## src/sbd_pkg.sv

```systemverilog
// Shared constants for the serial data buffer and bit-rate generator
package sbd_pkg;
  localparam int          ADDR_W        = 8;
  localparam int          DATA_W        = 8;
  localparam logic [7:0]  STATUS_ADDR   = 8'h16;
  localparam logic [7:0]  DATA_ADDR     = 8'h18;
  localparam logic [7:0]  RATE_ADDR     = 8'h19;
  // Field layout of bit_rate_select
  localparam int          PRE_LSB       = 4;
  localparam int          PRE_W         = 2;
  localparam int          RATE_LSB      = 0;
  localparam int          RATE_W        = 3;
  localparam logic [1:0]  PRE_RESET     = 2'h0;
  localparam logic [2:0]  RATE_RESET    = 3'h0;
  localparam logic        TE_RESET      = 1'b1;
  localparam logic        RF_RESET      = 1'b0;
  localparam logic [7:0]  RD_RESET      = 8'h00;
  // Flag positions in primary_status_register
  localparam int          TE_BIT        = 7;
  localparam int          RF_BIT        = 5;
  // Prescale codes and divisors
  localparam logic [1:0]  PRE_CODE_1    = 2'h0;
  localparam logic [1:0]  PRE_CODE_3    = 2'h1;
  localparam logic [1:0]  PRE_CODE_4    = 2'h2;
  localparam logic [5:0]  PRE_DIV_1     = 6'h01;
  localparam logic [5:0]  PRE_DIV_3     = 6'h03;
  localparam logic [5:0]  PRE_DIV_4     = 6'h04;
  localparam logic [5:0]  PRE_DIV_13    = 6'h0d;
  // Fixed divide of 64 split as 4 before the tick and 16 per bit
  localparam int          FIXED_DIV     = 64;
  localparam int          OVERSAMPLE    = 16;
  localparam logic [5:0]  FIXED_PRE     = 6'(FIXED_DIV / OVERSAMPLE);
  localparam logic [6:0]  RATE_ONE      = 7'h01;
  localparam logic [5:0]  PRE_ONE       = 6'h01;
endpackage

```

## src/sbd_rate_if.sv

```systemverilog
// Selection and tick carrier between register logic and divider chain
`timescale 1ns/10ps
interface sbd_rate_if;
  logic [1:0] prescale_sel;
  logic [2:0] rate_div_sel;
  logic       tick16;
  modport ctl (output prescale_sel, output rate_div_sel, input tick16);
  modport gen (input prescale_sel, input rate_div_sel, output tick16);
endinterface

```

## src/sbd_divider.sv

```systemverilog
// Free-running divider chain producing the 16x bit-rate tick
`timescale 1ns/10ps
module sbd_divider (
  input  wire logic clk_in,
  input  wire logic rst_n_in,
  sbd_rate_if.gen   rate
);
  function automatic logic [5:0] prescale_divisor(input logic [1:0] code);
    case (code)
      sbd_pkg::PRE_CODE_1: prescale_divisor = sbd_pkg::PRE_DIV_1;
      sbd_pkg::PRE_CODE_3: prescale_divisor = sbd_pkg::PRE_DIV_3;
      sbd_pkg::PRE_CODE_4: prescale_divisor = sbd_pkg::PRE_DIV_4;
      default:             prescale_divisor = sbd_pkg::PRE_DIV_13;
    endcase
  endfunction

  logic [5:0] pre_cnt;
  logic [6:0] rate_cnt;
  logic       tick;
  wire  [5:0] pre_last  = 6'(sbd_pkg::FIXED_PRE * prescale_divisor(rate.prescale_sel))
                          - sbd_pkg::PRE_ONE;
  wire  [6:0] rate_last = 7'((8'h01 << rate.rate_div_sel) - 8'h01);
  // Compare with >= so a smaller divisor written mid-count cannot strand the counter
  wire        pre_wrap  = (pre_cnt >= pre_last);
  wire        rate_wrap = (rate_cnt >= rate_last);

  always_ff @(posedge clk_in or negedge rst_n_in)
  begin
    if (!rst_n_in)
    begin
      pre_cnt  <= '0;
      rate_cnt <= '0;
      tick     <= 1'b0;
    end
    else
    begin
      pre_cnt  <= pre_wrap ? '0 : pre_cnt + sbd_pkg::PRE_ONE;
      if (pre_wrap)
        rate_cnt <= rate_wrap ? '0 : rate_cnt + sbd_pkg::RATE_ONE;
      tick     <= pre_wrap && rate_wrap;
    end
  end

  assign rate.tick16 = tick;
endmodule

```

## src/sbd_data_buffer.sv

```systemverilog
// Serial data buffer, bit-rate select register and flag clearing sequences
// How it works
// - Data buffer keeps contents through system reset.
// - Buffer sits between bus and shift registers.
// - Reading data location returns received byte.
// - Writing data location loads transmit byte only.
// - One bit rate serves receiver and transmitter.
// - Prescale codes select 1, 3, 4, 13.
// - Prescale field resets to zero, read/write.
// - Rate field selects power of two, resets zero.
// - Bit rate is clock over 64*PD*BD.
// - Status read then data read clears receive-full.
// - Status read then data write clears transmit-empty.
`timescale 1ns/10ps
module sbd_data_buffer (
  input  wire logic       clk_in,
  input  wire logic       rst_n_in,
  input  wire logic [7:0] addr_in,
  input  wire logic [7:0] wr_data_in,
  input  wire logic       rd_in,
  input  wire logic       wr_in,
  input  wire logic [7:0] rx_data_in,
  input  wire logic       rx_load_in,
  input  wire logic       tx_take_in,
  output logic      [7:0] rd_data_out,
  output logic      [7:0] tx_data_out,
  output logic            tx_pending_out,
  output logic            receive_full_flag_out,
  output logic            transmit_empty_flag_out,
  output logic            bit_tick16_out
);
  sbd_rate_if rate ();

  logic [7:0] rx_buf;
  logic [7:0] tx_buf;
  logic [1:0] prescale_sel;
  logic [2:0] rate_div_sel;
  logic       rf;
  logic       te;
  logic       rf_armed;
  logic       te_armed;
  logic       tx_pend;
  logic [7:0] rd_q;
  logic       tick_q;

  wire        hit_status = (addr_in == sbd_pkg::STATUS_ADDR);
  wire        hit_data   = (addr_in == sbd_pkg::DATA_ADDR);
  wire        hit_rate   = (addr_in == sbd_pkg::RATE_ADDR);
  wire        rd_status  = rd_in && hit_status;
  wire        rd_data    = rd_in && hit_data;
  wire        wr_data    = wr_in && hit_data;
  wire        wr_rate    = wr_in && hit_rate;
  wire        clr_rf     = rd_data && rf_armed;
  wire        clr_te     = wr_data && te_armed;
  wire [7:0]  status_val = 8'((rf ? (8'h01 << sbd_pkg::RF_BIT) : 8'h00)
                            | (te ? (8'h01 << sbd_pkg::TE_BIT) : 8'h00));
  wire [7:0]  rate_val   = 8'((8'(prescale_sel) << sbd_pkg::PRE_LSB)
                            | (8'(rate_div_sel) << sbd_pkg::RATE_LSB));
  // Unmapped addresses read as zero
  wire [7:0]  next_rd    = hit_data   ? rx_buf     :
                           hit_status ? status_val :
                           hit_rate   ? rate_val   : 8'h00;

  assign rate.prescale_sel = prescale_sel;
  assign rate.rate_div_sel = rate_div_sel;

  // One divider drives both directions through the single tick
  sbd_divider u_div (
    .clk_in   (clk_in),
    .rst_n_in (rst_n_in),
    .rate     (rate.gen)
  );

  // Buffers carry no reset so system reset leaves them untouched
  always_ff @(posedge clk_in)
  begin
    if (rx_load_in)
      rx_buf <= rx_data_in;
    if (wr_data)
      tx_buf <= wr_data_in;
  end

  always_ff @(posedge clk_in or negedge rst_n_in)
  begin
    if (!rst_n_in)
    begin
      prescale_sel <= sbd_pkg::PRE_RESET;
      rate_div_sel <= sbd_pkg::RATE_RESET;
    end
    else if (wr_rate)
    begin
      prescale_sel <= wr_data_in[sbd_pkg::PRE_LSB +: sbd_pkg::PRE_W];
      rate_div_sel <= wr_data_in[sbd_pkg::RATE_LSB +: sbd_pkg::RATE_W];
    end
  end

  // Receive-full: a new load in the clearing cycle wins over the clear
  always_ff @(posedge clk_in or negedge rst_n_in)
  begin
    if (!rst_n_in)
    begin
      rf       <= sbd_pkg::RF_RESET;
      rf_armed <= 1'b0;
    end
    else
    begin
      rf       <= rx_load_in | (rf & ~clr_rf);
      rf_armed <= (rd_status & rf) | (rf_armed & ~rd_data & ~rx_load_in);
    end
  end

  // Transmit-empty: hand-off to the shift register wins over the clear
  always_ff @(posedge clk_in or negedge rst_n_in)
  begin
    if (!rst_n_in)
    begin
      te       <= sbd_pkg::TE_RESET;
      te_armed <= 1'b0;
      tx_pend  <= 1'b0;
    end
    else
    begin
      te       <= tx_take_in | (te & ~clr_te);
      te_armed <= (rd_status & te) | (te_armed & ~wr_data & ~tx_take_in);
      tx_pend  <= clr_te | (tx_pend & ~tx_take_in);
    end
  end

  always_ff @(posedge clk_in or negedge rst_n_in)
  begin
    if (!rst_n_in)
    begin
      rd_q   <= sbd_pkg::RD_RESET;
      tick_q <= 1'b0;
    end
    else
    begin
      if (rd_in)
        rd_q <= next_rd;
      tick_q <= rate.tick16;
    end
  end

  assign rd_data_out             = rd_q;
  assign tx_data_out             = tx_buf;
  assign tx_pending_out          = tx_pend;
  assign receive_full_flag_out   = rf;
  assign transmit_empty_flag_out = te;
  assign bit_tick16_out          = tick_q;
endmodule

```

## config.mk

```make
export PLATFORM = sky130hd
export DESIGN_NAME = sbd_data_buffer
export DESIGN_NICKNAME = d
export VERILOG_FILES = /design/src/sbd_pkg.sv /design/src/sbd_rate_if.sv /design/src/sbd_divider.sv /design/src/sbd_data_buffer.sv
export SDC_FILE = /design/constraint.sdc
export NUM_CORES = 1
export LEC_CHECK = 0
export BUFFER_PORTS_ARGS = -buffer_cell sky130_fd_sc_hd__buf_2
export CORE_MARGIN = 1.5
export CORE_UTILIZATION = 48
export DETAILED_ROUTE_END_ITERATION = 6
export PLACE_DENSITY = 0.77
export REMOVE_ABC_BUFFERS = 1
export SKIP_CTS_REPAIR_TIMING = 1
export SLEW_MARGIN = 20
export SYNTH_ARGS = -nofsm -noshare
export SYNTH_HDL_FRONTEND = slang
export SYNTH_SLANG_ARGS = --single-unit
```

## constraint.sdc

```tcl
create_clock -name clk_in -period 2.15 [get_ports clk_in]
set_input_delay 0.215 -clock clk_in [delete_from_list [all_inputs] [get_ports clk_in]]
set_output_delay 0.215 -clock clk_in [all_outputs]
set_load 0.01 [all_outputs]
```

==> results of run 1 <==
==> cell type report <==
cell class	instances	area (sq um)
fill	374	1759
sequential	49	1308
multi-input combinational	125	897.1
timing repair buffer	54	282.8
clock buffer	6	72.57
tap	52	65.06
inverter	13	48.80
clock inverter	2	11.26
==> worst max-delay path: stages (launching register included) <==
cell and delay, ns:
dfrtp_1 0.44, or3_1 0.32, ha_1 0.27, nand2b_1 0.14, a31oi_1 0.20, o21ai_2 0.07, buf_4 0.16, nor4_1 0.23
a211o_1 0.13
==> sequential cells by signal (all words and copies together) (netlist names) <==
name,count
bit_tick16_out,1
prescale_sel,2
rate.rate_div_sel,3
rd_data_out,8
receive_full_flag_out,1
rf_armed,1
rx_buf,8
te_armed,1
transmit_empty_flag_out,1
tx_data_out,8
tx_pending_out,1
u_div.pre_cnt,6
u_div.rate.tick16,1
u_div.rate_cnt,7
==> kinds of logic after synthesis <==
| kind of cell | count (synthesis) | synth area share (%) |
|---|---|---|
| AO/OA/AOI/OAI | 38 | 11.64 |
| AND/OR/NAND/NOR | 62 | 15.24 |
| flip-flops | 49 | 57.93 |
| XOR/XNOR | 4 | 1.552 |
| multiplexers | 6 | 2.993 |
| adder cells (fa/ha/maj) | 15 | 8.315 |
| buffers and inverters | 14 | 2.328 |
==> stage by stage <==
step	total power, W	hold WS, ns	worst slack (ns)
after detailed placement	0.001610	0.3420	0.08141
after global placement	0.001588	0.3270	0.1378
after CTS	0.002122	0.02002	0.05165
after floorplan	0.001440	-0.08059	0.1522
final	0.002119	-0.02606	0.1291
after global routing	0.002251	0.04595	0.01124
==> power groups by stage <==
stage / clock network (W) / logic [W] / registers, W
global placement: 0 / 0.000476 / 0.00111
CTS: 0.000530 / 0.000497 / 0.00109
detailed placement: 0 / 0.000495 / 0.00111
floorplan: 0 / 0.000331 / 0.00111
global route: 0.000568 / 0.000578 / 0.00110
finish: 0.000522 / 0.000502 / 0.00110
==> worst max path at each step <==
stage / to / start / cells past startpoint / slack, ns
4_1_cts: u_div.rate_cnt[4] / rate.rate_div_sel[0] / 7 / 0.05
3_5_place_dp: u_div.rate_cnt[4] / rate.rate_div_sel[0] / 7 / 0.08
2_1_floorplan: u_div.rate_cnt[4] / rate.rate_div_sel[1] / 7 / 0.15
3_3_place_gp: u_div.rate_cnt[4] / rate.rate_div_sel[1] / 7 / 0.14
5_1_grt: u_div.rate_cnt[4] / prescale_sel[0] / 8 / 0.01
6_report: u_div.rate_cnt[6] / rate.rate_div_sel[0] / 8 / 0.13
==> metal layers <==
| layer | GRT usage [%] | up-vias |
|---|---|---|
| met5 | 0 | - |
| met4 | 4.403 | 0 |
| met3 | 4.641 | 2 |
| met2 | 29.39 | 34 |
| met1 | 23.72 | 763 |
| li1 | - | 791 |
==> cells in the final DEF, fill, tap and decap left out, types with 5 or more instances in the layout <==
cell type,count
dfrtp_1,32
inv_1,13
mux2_2,6
ha_1,15
nand2_1,16
buf_4,5
clkbuf_8,5
a21oi_1,5
nor2_1,15
nand3_1,6
o21ai_0,12
buf_2,49
edfxtp_1,16
==> metrics.md, run 1 <==
| Metric | Value |
|---|---|
| Worst Tran Pin Value | 0.7357 ns |
| Die Width | 71.58 microns |
| GP Congestion | 0.7526 |
| Initial Util | 50.79% |
| Critical path arrival | between 2 and 2.5 ns |
| Most numerous cell in the Yosys netlist | dfrtp_1 |
| I/O pins | 50 |
| Final core utilization | approximately three fifths |
| Yosys warnings | 0 |
| # DRC | 2 |
| Initial antenna violation count | 0 |
| Switching Fraction | 29.37% |
| Wire length per cell | between 10 and 15 microns |
| Main synth FF type | dfrtp_1 |
| Layout area overhead | 18.96% |
| Non-Filler Instances | 301 |
| RR Endpoint | u_div.rate_cnt[6] |
| Largest net degree at the start of global routing | 34 |
| DRT Wirelength | 4.231 mm |
| Cell area after layout | 0.002685 sq mm |
| Top sig layer | met4 |
| Synthesized cell area | 0.002257 sq mm |
| Vias in the first global route | 1544 |
| Placed cells | 292 |
| Max Clk Rate | between 0.4 and 0.5 GHz |
| Metal2 WL | 2.053 mm |
| Crit path capture type | flip-flop |
| Max-cap viol count | 0 |
| Rel. slew slack | slightly above 50% |
| Combinational share of power | 23.7% |
| Tcrit/Tclk final | 93.99% |
| Worst-path clk slew | 0.09 ns |
| Worst hold-check path type | primary input to asynchronous set/reset pin |
| Cells after Synth | about 190 |
| Hold_ws | -0.02606 ns |
| Worst-case clock skew | 0.005891 ns |
| RSZ-0062 raised after global routing | no |
| Post-DRT Antenna Nets | 0 |
| Sequential Power Share | between 50% and 60% |
| Die height | 71.58 microns |
| Met3 wire len | 165 microns |
| Drt initial violations | 78 |
| Total track usage | 17.80% |
| TritonCTS clock tree | yes |
| First-pass GRT wire length | approximately 7.1 mm |
| Row count | 24 |
| # diodes | 0 |
| Clock root cell | clkbuf_8 |
| P_leak | 1.235 nW |
| Final HPWL DP | 3.163 mm |
| Clk_lat worst skew | 0.29 ns |
| Sequential-to-total area share from yosys stat | between 50% and 60% |
| Worst r2r src | rate.rate_div_sel[0] |
| Setup CP Type | flip-flop to flip-flop |
| CTS Buf Count | 5 |
| Most instantiated cells after synthesis | 32 x dfrtp_1, 16 x edfxtp_1, 16 x nand2_1 |
| Sink Count | 49 |
| H-tree levels | 2 |
| Internal | ~0.0015 W |
| Layout cells sized above 1 | between 30% and 40% |
| Final min period | 2.021 ns |
| Cell taking the most area after synthesis | dfrtp_1 |
| Total net switching power | 0.0006224 W |
| Ys async rst share | 67.35% |
| Failing checks | DRC, hold timing |
| Critical path fanouts, max | 9 |
| # port buffers | 49 |
| Clock buffer depth | 2 |
| Share of the synthesized area in the top cell type | around 35% |
| Clock network power share | between 20 and 25% |
| GR Overflow Total | 0 |
| Via Count | 1590 |
| Cell Pwr Density | around 790 mW/mm^2 |
| Nets | 293 |
| Max-slew violations | 0 |
| Final setup violation count | 0 |
| Post-synth EDFFs | 16 |
| FF-to-FF setup slack | 0.13 ns |
| Critical Path Source Type | flip-flop |
| Final Hold Fails | 32 |
| Die ar. | 0.005123 sq mm |
| M1 wire length | 1.973 mm |
| Sum Neg Setup Slack | 0 ns |
| DP Area | 0.002594 sq mm |
| Status | complete, but fails checks |
| Synth top area cells | dfrtp_1 35%, edfxtp_1 21%, ha_1 8.3%, mux2_2 3.0%, o21ai_0 2.7% |
| Library cells used by synthesis | 38 |
| Initial DRT Pass Iterations | 7 |
| Reg2reg path depth | 8 |
| Vias per inst | 5.282 |
| Flops & latches, synth | 49 |
| CORE AREA | 0.004444 sq mm |
| Crit path required time | 2.38 ns |
| Peak supply drop | 0.4694 mV |
| Mapped Avg Cell Area | 12.01 sq um |
No activity file was read; power rests on OpenSTA's default activity.
==> run 2, diff against run 1 <==
--- a/config.mk
+++ b/config.mk
@@ -15,4 +15,5 @@
 export SLEW_MARGIN = 20
 export SYNTH_ARGS = -nofsm -noshare
 export SYNTH_HDL_FRONTEND = slang
+export SYNTH_HIERARCHICAL = 1
 export SYNTH_SLANG_ARGS = --single-unit
==> run 2 against run 1 <==
Effect of this change:
- wire length fell by 0.87%
- fmax fell by 1.9%
- via count rose by 4.0%
- first-iteration DRC count rose by 77%
- synthesized cell count fell by 3.7%
- largest cell class unchanged
- critical path type unchanged
- flip-flop and latch count did not move
- global-route usage fell by 0.61 points
- sequential share of layout area fell by 1.2 points
- the run ends with hold timing left
==> metrics.md, run 2 <==
| Metric | Value |
|---|---|
| Status | complete, but fails checks |
| Failing checks | hold timing |
| # DRC | 0 |
| Final Hold Fails | 32 |
| Post-DRT Antenna Nets | 0 |
| Worst r2r src | prescale_sel[0] |
| Worst Tran Pin Value | 0.7104 ns |
| Critical path fanouts, max | 9 |
| Clk_lat worst skew | 0.29 ns |
| Die Width | just over 70 microns |
| Most instantiated cells after synthesis | 32 x dfrtp_1, 16 x edfxtp_1, 15 x ha_1 |
| Main synth FF type | dfrtp_1 |
| Cell Pwr Density | 823.7 mW/mm^2 |
| Sink Count | 49 |
| Combinational share of power | 24.0% |
| Wire length per cell | about 14 microns |
| Cell taking the most area after synthesis | dfrtp_1 |
| Max-slew violations | 0 |
| Crit path capture type | flip-flop |
| Commonest non-fill, non-tap cell in the layout | buf_2 |
| P_leak | 1.287 nW |
| Vias in the first global route | 1552 |
| Max Clk Rate | about 0.49 GHz |
| Initial Util | 51.23% |
| Internal | between 0.0015 and 0.002 W |
| Switching Fraction | 28.43% |
| Setup CP Type | flip-flop to flip-flop |
| Share of the synthesized area in the top cell type | 34.93% |
| Worst hold-check path type | primary input to asynchronous set/reset pin |
| Sequential Area | 0.001308 sq mm |
| First-pass GRT wire length | 6.982 mm |
| CTS Buf Count | 5 |
| Via Count | 1654 |
| # port buffers | 49 |
| Layout area overhead | 19.98% |
| Final min period | 2.061 ns |
| H-tree levels | 2 |
| CP startpoint | prescale_sel[0] |
| Row count | 24 |
| Final core utilization | 61.47% |
| Multi-input gate area | 947.2 sq um |
| Post-synth EDFFs | 16 |
| Ys async rst share | 67.35% |
| Hold_ws | -0.03666 ns |
| Clock buffer depth | 2 |
| Drt initial violations | 138 |
| Yosys warnings | 6 |
| Sequential-to-total area share from yosys stat | 57.04% |
| Vias per inst | 5.626 |
| Worst-case clock skew | ~0.0022 ns |
| Cells after Synth | 181 |
| # diodes | 0 |
| Total net switching power | 0.0006440 W |
| Initial antenna violation count | 0 |
| I/O pins | 50 |
| DRT Wirelength | 4.194 mm |
| Largest net degree at the start of global routing | 34 |
| Clock network power share | 27.6% |
| Rel. slew slack | between 50% and 60% |
| Die ar. | around 0.0052 sq mm |
| Worst-path clk slew | about 0.08 ns |
| Flops & latches, synth | 49 |
| GP Congestion | 0.7571 |
| Final setup violation count | 0 |
| Sequential Power Share | approximately half |
| Critical Path Source Type | flip-flop |
| Die height | 72.11 microns |
| Final HPWL DP | between 3 and 4 mm |
| Max-cap viol count | 0 |
| Initial DRT Pass Iterations | 4 |
| Mapped Avg Cell Area | roughly 13 sq um |
| Most numerous cell in the Yosys netlist | dfrtp_1 |
| Clock root cell | clkbuf_8 |
| Critical path arrival | around 2.2 ns |
| Tcrit/Tclk final | a little over nine tenths |
| Synth top area cells | dfrtp_1 35%, edfxtp_1 21%, ha_1 8.2%, nor2_1 2.0%, a22o_1 1.9% |
| Crit path required time | 2.33 ns |
| Nets | 286 |
| Library cells used by synthesis | 47 |
| TritonCTS clock tree | yes |
| RSZ-0062 raised after global routing | yes |
| Peak supply drop | between 0.4 and 0.5 mV |
| Most frequent cells in the layout | 49 x buf_2, 32 x dfrtp_1, 16 x edfxtp_1 |
| Total track usage | about 17% |
| Fill count | 333 |
| GR Overflow Total | 0 |
| Synthesized cell area | 0.002292 sq mm |
| Layout cells sized above 1 | 31.82% |
| Sum Neg Setup Slack | 0 ns |
| CORE AREA | 0.004474 sq mm |
## run 2: cell families (layout without fill, tap and decap cells)
group           count (synthesis)  after routing  share of synthesized area, %
compound gates                 33             34                         11.46
xor+xnor                        4              4                         1.529
flops                          49             49                         57.04
mux                             9              9                         4.257
fa+ha+maj                      15             15                         8.188
simple gates                   58             58                         15.07
buf+inv                        13             73                         2.456
## run 2: final timing paths
path | endpoint | slack [ns] | depth (start not counted)
hold / removal | u_div/pre_cnt[0] | -0.04 | 1
max in group asynchronous | rd_data_out[2] | 1.73 | 1
hold reg to reg | bit_tick16_out | 0.35 | 0
setup / recovery | u_div/rate_cnt[3] | 0.09 | 8
min in group clk_in | rx_buf[4] | 0.09 | 1
setup reg to reg | u_div/rate_cnt[3] | 0.09 | 8
## run 2: routing by layer
metal  global-route usage [%]  part of all wire (%)  routed length (microns)  vias up
met5                        0                     0                        0        -
met1                    23.48                    48                     1996      814
met2                    27.67                    47                     1975       41
met4                    5.031                  0.98                       41        0
met3                    4.028                   4.3                      181        5
li1                         -                     -                        -      794
## run 2: area by class of cell
cell class / instances / share of cell area, %
sequential: 49 / 47.54
timing repair buffer: 54 / 10.28
inverter: 11 / 1.501
multi-input combinational: 120 / 34.44
tap: 52 / 2.366
clock inverter: 2 / 1.228
clock buffer: 6 / 2.639
## run 2: critical path, stage by stage, from the launching register on
cell     delay (ns)
dfrtp_1        0.40
inv_1          0.07
ha_1           0.29
ha_1           0.28
nand2_1        0.09
o21ai_2        0.08
a21oi_4        0.28
nor2_2         0.12
a221o_1        0.33
## run 2: power groups by stage
stage	Sequential (W)	Combinational, W	Clock, W
2_1_floorplan	0.00111	0.000341	0
3_3_place_gp	0.00111	0.000492	0
3_5_place_dp	0.00112	0.000511	0
4_1_cts	0.00110	0.000517	0.000643
5_1_grt	0.00111	0.000610	0.000674
6_report	0.00110	0.000544	0.000625
## run 2: per-stage QoR
step / cell area, sq um / cells / setup WS, ns / total power [W]
floorplan: 2277 / 179 / 0.1149 / 0.001451
global placement: 2625 / 285 / 0.1045 / 0.001605
detailed placement: 2625 / 285 / 0.02804 / 0.001627
CTS: 2731 / 293 / 0.02996 / 0.002256
global route: 2750 / 294 / -0.01417 / 0.002393
finish: 2750 / 294 / 0.08914 / 0.002265
